**src/rtl/fractional_clock_synth_consts.vh**
```
// Constants shared by the fractional clock synthesizer and its period meter.
`ifndef FRACTIONAL_CLOCK_SYNTH_CONSTS_VH
`define FRACTIONAL_CLOCK_SYNTH_CONSTS_VH

// Register byte addresses on the plain register port.
`define FCS_ADDR_CTRL      4'h0
`define FCS_ADDR_STATUS    4'h4
`define FCS_ADDR_PERIOD    4'h8
`define FCS_ADDR_CONFIG    4'hC

// Control register fields.
`define FCS_CTRL_EN_BIT    0
`define FCS_CTRL_RELOCK_BIT 1
`define FCS_CTRL_EN_RESET  1'h1

// Status register fields.
`define FCS_STAT_LOCK_BIT   0
`define FCS_STAT_VALID_BIT  1
`define FCS_STAT_STABLE_BIT 2

// Configuration register field positions (read only).
`define FCS_CFG_NUM_LSB    0
`define FCS_CFG_DEN_LSB    8
`define FCS_CFG_RANGE_BIT  16

// Defaults of the design-time ratio and range.
`define FCS_NUM_DEFAULT    4
`define FCS_DEN_DEFAULT    1
`define FCS_RANGE_LOW      1'h0
`define FCS_RANGE_HIGH     1'h1

// Period meter tolerance in system clock cycles.
`define FCS_PERIOD_TOL     1

`endif

```
**src/rtl/fractional_clock_synth.v**
```verilog
// Fractional clock synthesizer with lock detection and register port.
//
// Behaviour
// - Output frequency is reference times numerator over denominator.
// - Inverted output, same frequency, half period shifted.
// - Both outputs keep fifty percent duty cycle; here only when the window span is a multiple of twice the numerator.
// - Ratio applied at once, no multiplied intermediate.
// - Loop feedback taken internally from the reference.
// - Rising edges coincide every denominator reference cycles.
// - After lock, realign at every coincidence point.
// - Lock asserted only once outputs are aligned.
//
// Our own choices: the register addresses and the strobed register port.
`timescale 1ns/1ps
`default_nettype none
`include "fractional_clock_synth_consts.vh"

module fractional_clock_synth #(
  parameter NUMERATOR    = `FCS_NUM_DEFAULT,  // Ratio numerator.
  parameter DENOMINATOR  = `FCS_DEN_DEFAULT,  // Ratio denominator.
  parameter RANGE_SELECT = `FCS_RANGE_LOW,    // Output band select.
  parameter PW           = 16,                // Period count width.
  parameter AW           = 24                 // Phase accumulator width.
) (
  input  wire        i_clk,                   // System clock, 200 MHz.
  input  wire        i_arst_n,                // Asynchronous reset, low.
  input  wire        i_ref_clock_in,          // Reference clock level.
  input  wire [3:0]  i_addr,                  // Register byte address.
  input  wire [31:0] i_wr_data,               // Register write data.
  input  wire        i_wr_en,                 // Write strobe.
  input  wire        i_rd_en,                 // Read strobe.
  output reg  [31:0] o_rd_data,               // Read data, next cycle.
  output reg         o_synth_clock_out,       // Synthesized clock.
  output reg         o_synth_clock_out_inverted, // Shifted copy.
  output reg         o_locked                 // Lock indicator.
);

  // The ratio and band are parameters only; software can read them but
  // has no way to change them while running.
  // Wide copies come first so that every narrower constant below is cut
  // on purpose by a part-select rather than by silent truncation.
  localparam [31:0]   NUM32  = NUMERATOR;       // Numerator, full width.
  localparam [31:0]   DEN32  = DENOMINATOR;     // Denominator, full width.
  localparam [31:0]   DEN_M1 = DENOMINATOR - 1; // Last edge index, wide.
  localparam [31:0]   STEP32 = 2 * NUMERATOR;   // Accumulator step, wide.
  localparam [5:0]    NUM6  = NUM32[5:0];     // Numerator for readback.
  localparam [5:0]    DEN6  = DEN32[5:0];     // Denominator for readback.
  localparam [5:0]    DEN_LAST = DEN_M1[5:0]; // Last edge index.
  localparam [AW-1:0] STEP  = STEP32[AW-1:0]; // Half periods per window.
  localparam [AW-1:0] DEN_W = DEN32[AW-1:0];  // Denominator, wide.
  localparam [AW-1:0] ZERO_A = {AW{1'b0}};    // Accumulator clear value.
  localparam [5:0]    ONE6  = 6'h01;          // Edge counter step.
  localparam          RANGE_BIT = RANGE_SELECT; // Band bit for readback.

  // Lock sequence: idle waits for a coincidence edge with a valid period,
  // acquire runs one whole window and checks that every reference edge
  // in it kept the same period, and lock realigns at every coincidence.
  // A reduced ratio gives a shorter window and therefore a faster lock.
  // One-hot controller states.
  localparam [2:0] ST_IDLE = 3'h1;            // Outputs parked low.
  localparam [2:0] ST_ACQ  = 3'h2;            // Running, not yet locked.
  localparam [2:0] ST_LOCK = 3'h4;            // Locked and realigning.

  // Window length in system cycles: one coincidence interval spans the
  // denominator count of reference periods.
  function [AW-1:0] window_span;
    input [PW-1:0] period;
    begin
      window_span = {{(AW-PW){1'b0}}, period} * DEN_W;
    end
  endfunction

  // One accumulator step, shared by the acquiring and locked states: the
  // top bit says the sum reached the span and the output must toggle;
  // the rest is the carried remainder, which keeps the long-run ratio
  // exact even when the span is not a multiple of the step.
  function [AW:0] dda_advance;
    input [AW-1:0] sum;
    input [AW-1:0] lim;
    begin
      if (sum >= lim) begin
        dda_advance = {1'b1, sum - lim};
      end else begin
        dda_advance = {1'b0, sum};
      end
    end
  endfunction

  // Reference period measurement.
  wire          ref_edge;                     // Rising reference edge.
  wire [PW-1:0] ref_period;                   // Period in system cycles.
  wire          ref_valid;                    // Period is meaningful.
  wire          ref_stable;                   // Period did not move.

  // The reference itself is the only feedback; no external return path
  // is needed or offered.
  ref_period_meter #(
    .PW       (PW)
  ) ref_period_meter_inst (
    .i_clk    (i_clk),
    .i_arst_n (i_arst_n),
    .i_ref    (i_ref_clock_in),
    .o_edge   (ref_edge),
    .o_period (ref_period),
    .o_valid  (ref_valid),
    .o_stable (ref_stable)
  );

  // The meter also times out a dead reference, which drops lock.
  // Control and internal state.
  reg          ctrl_en;                       // Synthesizer enable.
  reg          relock;                        // One-cycle relock request.
  reg [2:0]    state;                         // Controller state.
  reg [2:0]    next_state;                    // Next controller state.
  reg [5:0]    edge_idx;                      // Reference edge index.
  reg [AW-1:0] acc;                           // Phase accumulator.
  reg          win_ok;                        // Window stayed stable.
  reg          next_out;                      // Next output level.
  reg [AW-1:0] next_acc;                      // Next accumulator value.
  reg          next_win_ok;                   // Next window flag.
  reg          next_locked;                   // Next lock indicator.

  wire [AW-1:0] span    = window_span(ref_period); // Cycles per window.
  wire [AW-1:0] acc_sum = acc + STEP;         // Accumulator after step.
  wire [AW:0]   adv     = dda_advance(acc_sum, span); // Toggle and rest.
  wire          coincide = ref_edge & (edge_idx == DEN_LAST);

  // Register writes. Relock is a strobe bit that clears itself, so a
  // write of one simply restarts acquisition.
  // Writes to any other address are ignored.
  always @(posedge i_clk or negedge i_arst_n) begin
    if (!i_arst_n) begin
      ctrl_en <= `FCS_CTRL_EN_RESET;
      relock  <= 1'b0;
    end else begin
      relock <= 1'b0;
      if (i_wr_en && (i_addr == `FCS_ADDR_CTRL)) begin
        ctrl_en <= i_wr_data[`FCS_CTRL_EN_BIT];
        relock  <= i_wr_data[`FCS_CTRL_RELOCK_BIT];
      end
    end
  end

  // Register reads answer in the following cycle only; unmapped
  // addresses and idle cycles return zero.
  // Reads have no side effects, so status may be polled freely.
  always @(posedge i_clk or negedge i_arst_n) begin
    if (!i_arst_n) begin
      o_rd_data <= 32'h0000_0000;
    end else begin
      o_rd_data <= 32'h0000_0000;
      if (i_rd_en) begin
        case (i_addr)
          `FCS_ADDR_CTRL: begin
            o_rd_data[`FCS_CTRL_EN_BIT] <= ctrl_en;
          end
          `FCS_ADDR_STATUS: begin
            o_rd_data[`FCS_STAT_LOCK_BIT]   <= o_locked;
            o_rd_data[`FCS_STAT_VALID_BIT]  <= ref_valid;
            o_rd_data[`FCS_STAT_STABLE_BIT] <= ref_stable;
          end
          `FCS_ADDR_PERIOD: begin
            o_rd_data[PW-1:0] <= ref_period;
          end
          `FCS_ADDR_CONFIG: begin
            o_rd_data[`FCS_CFG_NUM_LSB+5:`FCS_CFG_NUM_LSB] <= NUM6;
            o_rd_data[`FCS_CFG_DEN_LSB+5:`FCS_CFG_DEN_LSB] <= DEN6;
            o_rd_data[`FCS_CFG_RANGE_BIT] <= RANGE_BIT;
          end
          default: begin
            o_rd_data <= 32'h0000_0000;
          end
        endcase
      end
    end
  end

  // Reference edge index. It wraps after the denominator count, so the
  // wrap marks the coincidence point of reference and output edges.
  // Counting starts afresh whenever the period turns valid again, so a
  // restarted reference picks a new coincidence phase.
  always @(posedge i_clk or negedge i_arst_n) begin
    if (!i_arst_n) begin
      edge_idx <= 6'h00;
    end else if (!ref_valid) begin
      edge_idx <= 6'h00;
    end else if (ref_edge) begin
      edge_idx <= (edge_idx == DEN_LAST) ? 6'h00 : edge_idx + ONE6;
    end
  end

  // Controller and phase accumulator. Each system cycle adds twice the
  // numerator; each time the sum passes the window span the output
  // toggles. Over one window exactly twice the numerator toggles occur,
  // spaced as evenly as the system clock allows, which gives the ratio
  // directly without any multiplied intermediate clock.
  // Limitation: toggles are quantised to the 5 ns system clock, so the
  // output cannot exceed half the system rate and carries one cycle of
  // edge jitter. The band parameters only matter to the analog original.
  always @* begin
    next_state  = state;
    next_out    = o_synth_clock_out;
    next_acc    = acc;
    next_win_ok = win_ok;
    next_locked = o_locked;
    case (state)
      ST_IDLE: begin
        // Park low; start cleanly on a coincidence edge.
        next_out    = 1'b0;
        next_acc    = ZERO_A;
        next_locked = 1'b0;
        if (ctrl_en && ref_valid && coincide) begin
          next_out    = 1'b1;
          next_win_ok = 1'b1;
          next_state  = ST_ACQ;
        end
      end
      ST_ACQ: begin
        // Free-running; no realignment happens before lock.
        if (adv[AW]) begin
          next_out = ~o_synth_clock_out;
        end
        next_acc = adv[AW-1:0];
        if (ref_edge && !ref_stable) begin
          next_win_ok = 1'b0;
        end
        if (coincide) begin
          if (win_ok && ref_stable) begin
            // Align at this very edge and only then report lock.
            next_out    = 1'b1;
            next_acc    = ZERO_A;
            next_locked = 1'b1;
            next_state  = ST_LOCK;
          end else begin
            next_win_ok = 1'b1;
          end
        end
      end
      ST_LOCK: begin
        // Same step as while acquiring, plus realignment below.
        if (adv[AW]) begin
          next_out = ~o_synth_clock_out;
        end
        next_acc = adv[AW-1:0];
        if (ref_edge && !ref_stable) begin
          // Reference moved: drop lock and acquire again.
          next_locked = 1'b0;
          next_out    = 1'b0;
          next_state  = ST_IDLE;
        end else if (coincide) begin
          // Realign so phase error at coincidence is one cycle at most.
          next_out = 1'b1;
          next_acc = ZERO_A;
        end
      end
      default: begin
        // Unreachable with one-hot codes; recover to a parked idle.
        next_state  = ST_IDLE;
        next_out    = 1'b0;
        next_acc    = ZERO_A;
        next_locked = 1'b0;
      end
    endcase
    // Disable, relock or a lost reference always fall back to idle.
    if (!ctrl_en || relock || !ref_valid) begin
      next_state  = ST_IDLE;
      next_out    = 1'b0;
      next_acc    = ZERO_A;
      next_locked = 1'b0;
    end
  end

  // State registers. The inverted output is the complement of the next
  // main level, registered in the same edge, so it is exactly half a
  // period shifted while both keep the same duty cycle. When idle both
  // outputs park low instead, so a stopped clock never looks inverted.
  always @(posedge i_clk or negedge i_arst_n) begin
    if (!i_arst_n) begin
      state                      <= ST_IDLE;
      acc                        <= {AW{1'b0}};
      win_ok                     <= 1'b0;
      o_synth_clock_out          <= 1'b0;
      o_synth_clock_out_inverted <= 1'b0;
      o_locked                   <= 1'b0;
    end else begin
      state             <= next_state;
      acc               <= next_acc;
      win_ok            <= next_win_ok;
      o_synth_clock_out <= next_out;
      o_locked          <= next_locked;
      if (next_state == ST_IDLE) begin
        o_synth_clock_out_inverted <= 1'b0;
      end else begin
        o_synth_clock_out_inverted <= ~next_out;
      end
    end
  end

endmodule
`default_nettype wire

```
**src/rtl/ref_period_meter.v**
```verilog
// Reference edge detector and period meter in system clock cycles.
`timescale 1ns/1ps
`default_nettype none
`include "fractional_clock_synth_consts.vh"

module ref_period_meter #(
  parameter PW = 16                          // Width of the period count.
) (
  input  wire          i_clk,                // System clock.
  input  wire          i_arst_n,             // Asynchronous reset, low.
  input  wire          i_ref,                // Reference level, synchronous.
  output reg           o_edge,               // Pulse on each rising edge.
  output reg  [PW-1:0] o_period,             // Last measured period.
  output reg           o_valid,              // Period is meaningful.
  output reg           o_stable              // Last two periods agree.
);

  localparam [PW-1:0] ONE  = 1;                // Count restart value.
  localparam [PW-1:0] TOL  = `FCS_PERIOD_TOL;  // Allowed period wobble.
  localparam [PW-1:0] SATV = {PW{1'b1}};       // Timeout, reference lost.

  reg          ref_d;                        // Previous reference level.
  reg [PW-1:0] cnt;                          // Cycles since last edge.
  reg          seen;                         // At least one edge seen.
  wire         rise = i_ref & ~ref_d;        // Rising edge this cycle.
  wire [PW-1:0] diff = (cnt > o_period) ? (cnt - o_period)
                                        : (o_period - cnt);

  // Each rising edge closes one period; a saturated count means the
  // reference has stopped, so the period is declared invalid.
  always @(posedge i_clk or negedge i_arst_n) begin
    if (!i_arst_n) begin
      ref_d    <= 1'b0;
      cnt      <= {PW{1'b0}};
      seen     <= 1'b0;
      o_edge   <= 1'b0;
      o_period <= {PW{1'b0}};
      o_valid  <= 1'b0;
      o_stable <= 1'b0;
    end else begin
      ref_d  <= i_ref;
      o_edge <= rise;
      if (rise) begin
        // Period closes; stability compares against the one before.
        cnt      <= ONE;
        seen     <= 1'b1;
        o_period <= cnt;
        o_valid  <= seen;
        o_stable <= seen & o_valid & (diff <= TOL);
      end else if (cnt == SATV) begin
        // Reference lost: clear seen, valid and stable until edges return; the period keeps its value.
        seen     <= 1'b0;
        o_valid  <= 1'b0;
        o_stable <= 1'b0;
      end else begin
        cnt <= cnt + ONE;
      end
    end
  end

endmodule
`default_nettype wire
```
**config.mk**
```make
export PLATFORM = sky130hd
export DESIGN_NAME = fractional_clock_synth
export DESIGN_NICKNAME = d
export VERILOG_FILES = /design/src/rtl/fractional_clock_synth.v /design/src/rtl/ref_period_meter.v
export VERILOG_INCLUDE_DIRS = /design/src /design/src/rtl
export SDC_FILE = /design/constraint.sdc
export NUM_CORES = 1
export LEC_CHECK = 0
export ABC_AREA = 1
export BUFFER_PORTS_ARGS = -buffer_cell sky130_fd_sc_hd__buf_2
export CELL_PAD_IN_SITES_DETAIL_PLACEMENT = 1
export CELL_PAD_IN_SITES_GLOBAL_PLACEMENT = 1
export CORE_UTILIZATION = 47
export CTS_CLUSTER_SIZE = 24
export DETAILED_ROUTE_END_ITERATION = 7
export GPL_TIMING_DRIVEN = 0
export PLACE_DENSITY = 0.85
export SLEW_MARGIN = 10
export SYNTH_ARGS = -nofsm -noshare
export SYNTH_HDL_FRONTEND = slang
export SYNTH_SLANG_ARGS = --single-unit
```
**constraint.sdc**
```tcl
create_clock -name i_clk -period 4.3 [get_ports i_clk]
set_input_delay 0.215 -clock i_clk [delete_from_list [all_inputs] [get_ports i_clk]]
set_output_delay 0.215 -clock i_clk [all_outputs]
set_load 0.005 [all_outputs]
```
==> qor.csv <==
metric;value;unit
grt_pass1_vias;7291;
vias;7239;
reg2reg_slack;0.86;ns
drv_cap;0;
rsz0062_at_grt;false;
die_w;129;um
ioPinCount;76;
cts_root_buf;clkbuf_16;
drt_iter0_markers;357;
gr-total-overflow;0;
cts_buffers;9;
cp_max_fo;10;
start_util;48.0;%
num_rows;46;
cts.sinks;92;
leakagePower;4.61;nW
reg2reg_to;acc[13]$_DFF_PN0_;
fin_setup_tns;0;ns
cts_resized;0;
drive_gt1_share;11.3;%
grt_pass1_wl;37800;um
placed_area;0.00813;mm^2
finalSetupViolCount;0;
routedWlPerCell;16.6;um
dieArea;0.0167;mm^2
status;finished clean;
critPathArrivalTime;3.68;ns
maxSlewViolCount;0;
finalWeightedCongestion;0.876;
crit_chain;ha_1 -> nand2_1 -> nor2_1 -> nand2_1 -> nor2_2 -> xnor2_1 -> inv_1 -> ha_1 -> nand2_1 -> nor2_1 -> and2_1 -> nand2_1 -> nand2_1 -> nor2_4 -> nand2_2 -> nor2_4 -> nand2_4 -> buf_6 -> o21ai_0 -> a31oi_1;
hold_path_depth;3;
met1_length;11200;um
wl_met2;10700;um
cts_tree;done;
avgSynthCellArea;6.88;um^2
power_density;528;mW/mm^2
cp_common_cell;nand2_1;
routed-wl-met3;838;um
syn_area;0.00763;mm^2
nets;1262;
insertedDiodeCount;0;
ant_nets;0;
io_buffers;29;
drt_pass1_iterations;5;
r2r-start;acc[3]$_DFF_PN0_;
r2r_cells;20;
vdd_ir_drop_max;0.000334;V
hold_viol;0;
insertion_delay;0.36;ns
fill_cells;2161;
synthDistinctLibCells;51;
hp-start;i_wr_data[1];
yosys_warnings;0;
start_kind;flop;
syn_to_final_growth;10.9;%
grt_max_degree;63;
finalWirelength;23100;um
die_y;129;um
slowest_delay;0.46;ns
clkTransAtPathRegs;0.07;ns
fin_crit_sh;80.1;%
slew_headroom;56.9;%
crit_required;4.54;ns
h-tree-depth;3;
dpl.hpwl;18300;um
clk_path_buf_depth;2;
ys_ff_latch;92;
period_minus_slack;3.44;ns
tightest_slew;0.647;ns
whs_endpoint;relock$_DFF_PN0_;
fin_skew;0.00932;ns
highest_layer;met4;
final_area;0.00846;mm^2
fmax;0.290;GHz
syn_inst;1108;
yosysSeqAreaShare;30.2;%
coreArea;0.0159;mm^2
cp.buffers_inverters;2;
cp_top_family;simple AND/OR/NAND/NOR gates;
antenna_found_initial;0;
critical_path_class;reg -> reg;
crit_slowest_cell;dfrtp_1;
crit_path_end_kind;flop;
hold_class;in -> reg;
route.detailed.drc;0;
track_usage;29.5;%
viasPerCell;5.22;
-- flip-flops by register name, summed over array words and instances, names as in the netlist, 3 cells and up --
| register | count |
|---|---|
| acc | 24 |
| edge_idx | 6 |
| o_rd_data | 16 |
| ref_period_meter_inst.cnt | 16 |
| ref_period_meter_inst.o_period | 16 |
| state | 3 |
-- per-layer routing --
layer  vias to the layer above  global-route usage (%)
met5                         -                       0
met4                         0                    6.85
met3                        23                    3.67
met2                       147                    48.5
met1                      3492                    41.2
li1                       3577                       -
-- worst min-delay path, cell delays in order --
cell	delay (ns)
buf_2	0.10
inv_1	0.06
nor2_1	0.04
-- how the worst max path moves through the flow --
stage | start | to | slack (ns) | cells after the start
floorplan | acc[3]$_DFF_PN0_ | acc[13]$_DFF_PN0_ | 1.56 | 18
global route | acc[3]$_DFF_PN0_ | acc[18]$_DFF_PN0_ | 0.53 | 21
CTS | acc[3]$_DFF_PN0_ | acc[13]$_DFF_PN0_ | 0.89 | 20
global placement | acc[3]$_DFF_PN0_ | acc[13]$_DFF_PN0_ | 1.02 | 20
finish | acc[3]$_DFF_PN0_ | acc[13]$_DFF_PN0_ | 0.86 | 20
detailed placement | acc[3]$_DFF_PN0_ | acc[13]$_DFF_PN0_ | 0.92 | 20
-- area by class of cell --
type	instances	area, um^2	area share (%)
multi-input combinational	826	4510	53.3
sequential	92	2300	27.2
inverter	174	653	7.72
tap	216	270	3.19
clock buffer	11	243	2.87
buffer	31	214	2.53
timing repair buffer	32	195	2.31
clock inverter	5	67.6	0.799
-- power by group --
group	total, mW	internal, mW	switching, mW
Sequential	0.964	0.909	0.0550
Clock	0.859	0.477	0.381
Combinational	2.65	0.896	1.75
Total	4.47	2.28	2.19
-- synth_stat cells (all sizes together) --
cell type    n  share of area, %
a211oi       4              0.39
nand2      332                18
ha          52               8.5
nor2       129               8.0
fa           3              0.79
o211ai       2              0.20
a31oi        5              0.41
a21oi       65               4.4
and3         1             0.082
o22ai        1             0.082
buf         23               2.4
or4          1             0.098
conb         1             0.049
o21ai       60               4.0
o221ai       1              0.11
and2         4              0.36
or2          1             0.082
dfrtp       90                30
inv        174               8.6
nor4         1             0.082
xnor2       12               1.4
dfstp        2              0.69
o21bai       5              0.54
a221oi       2              0.23
nand3b       6              0.59
nand3       59               4.0
nand4       11              0.90
o31ai        1             0.098
a21o         3              0.30
nor3b        1             0.098
xor2        25               3.2
nor3        18               1.2
o21a         5              0.49
clkbuf       8              0.39
-- kinds of logic after synthesis --
kind of cell	count (synthesis)	share of synthesized area, %
AO/OA/AOI/OAI	154	11.3
XOR/XNOR	37	4.54
flip-flops	92	30.2
adder cells (fa/ha/maj)	55	9.32
other	1	0.0492
buffers and inverters	205	11.4
AND/OR/NAND/NOR	564	33.3
-- placed cells by master (no fill, tap or decap), types with 8 or more instances in the layout --
cell,instances
nor2_1,109
buf_2,31
nand2_1,304
nor2_4,10
xor2_1,22
conb_1,16
a21oi_1,64
nor3_1,17
inv_1,170
buf_4,17
nand3_1,58
o21ai_0,58
nor2_2,8
xnor2_1,12
clkbuf_16,9
dfrtp_1,90
ha_1,52
nand4_1,11
nand2_2,22
clkbuf_1,9
-- what timing repair did --
| action | CTS | global route |
|---|---|---|
| hold buffers | 2 | 0 |
| endpoints found under the hold margin | 31 | 0 |
| buffers inserted | 0 | 0 |
-- through the flow --
| step | power (mW) | hold WS [ns] | worst slack, ns | utilization [%] | cells |
|---|---|---|---|---|---|
| finish | 4.47 | 0.0907 | 0.855 | 53.3 | 1387 |
| CTS | 4.46 | 0.0947 | 0.892 | 53.3 | 1387 |
| floorplan | 2.93 | -0.0806 | 1.56 | - | 1123 |
| global route | 4.87 | 0.0844 | 0.525 | 53.3 | 1387 |
| global placement | 3.49 | 0.341 | 1.02 | 51.0 | 1368 |
| detailed placement | 3.59 | 0.185 | 0.916 | 51.2 | 1369 |
No activity file was read; power rests on OpenSTA's default activity.
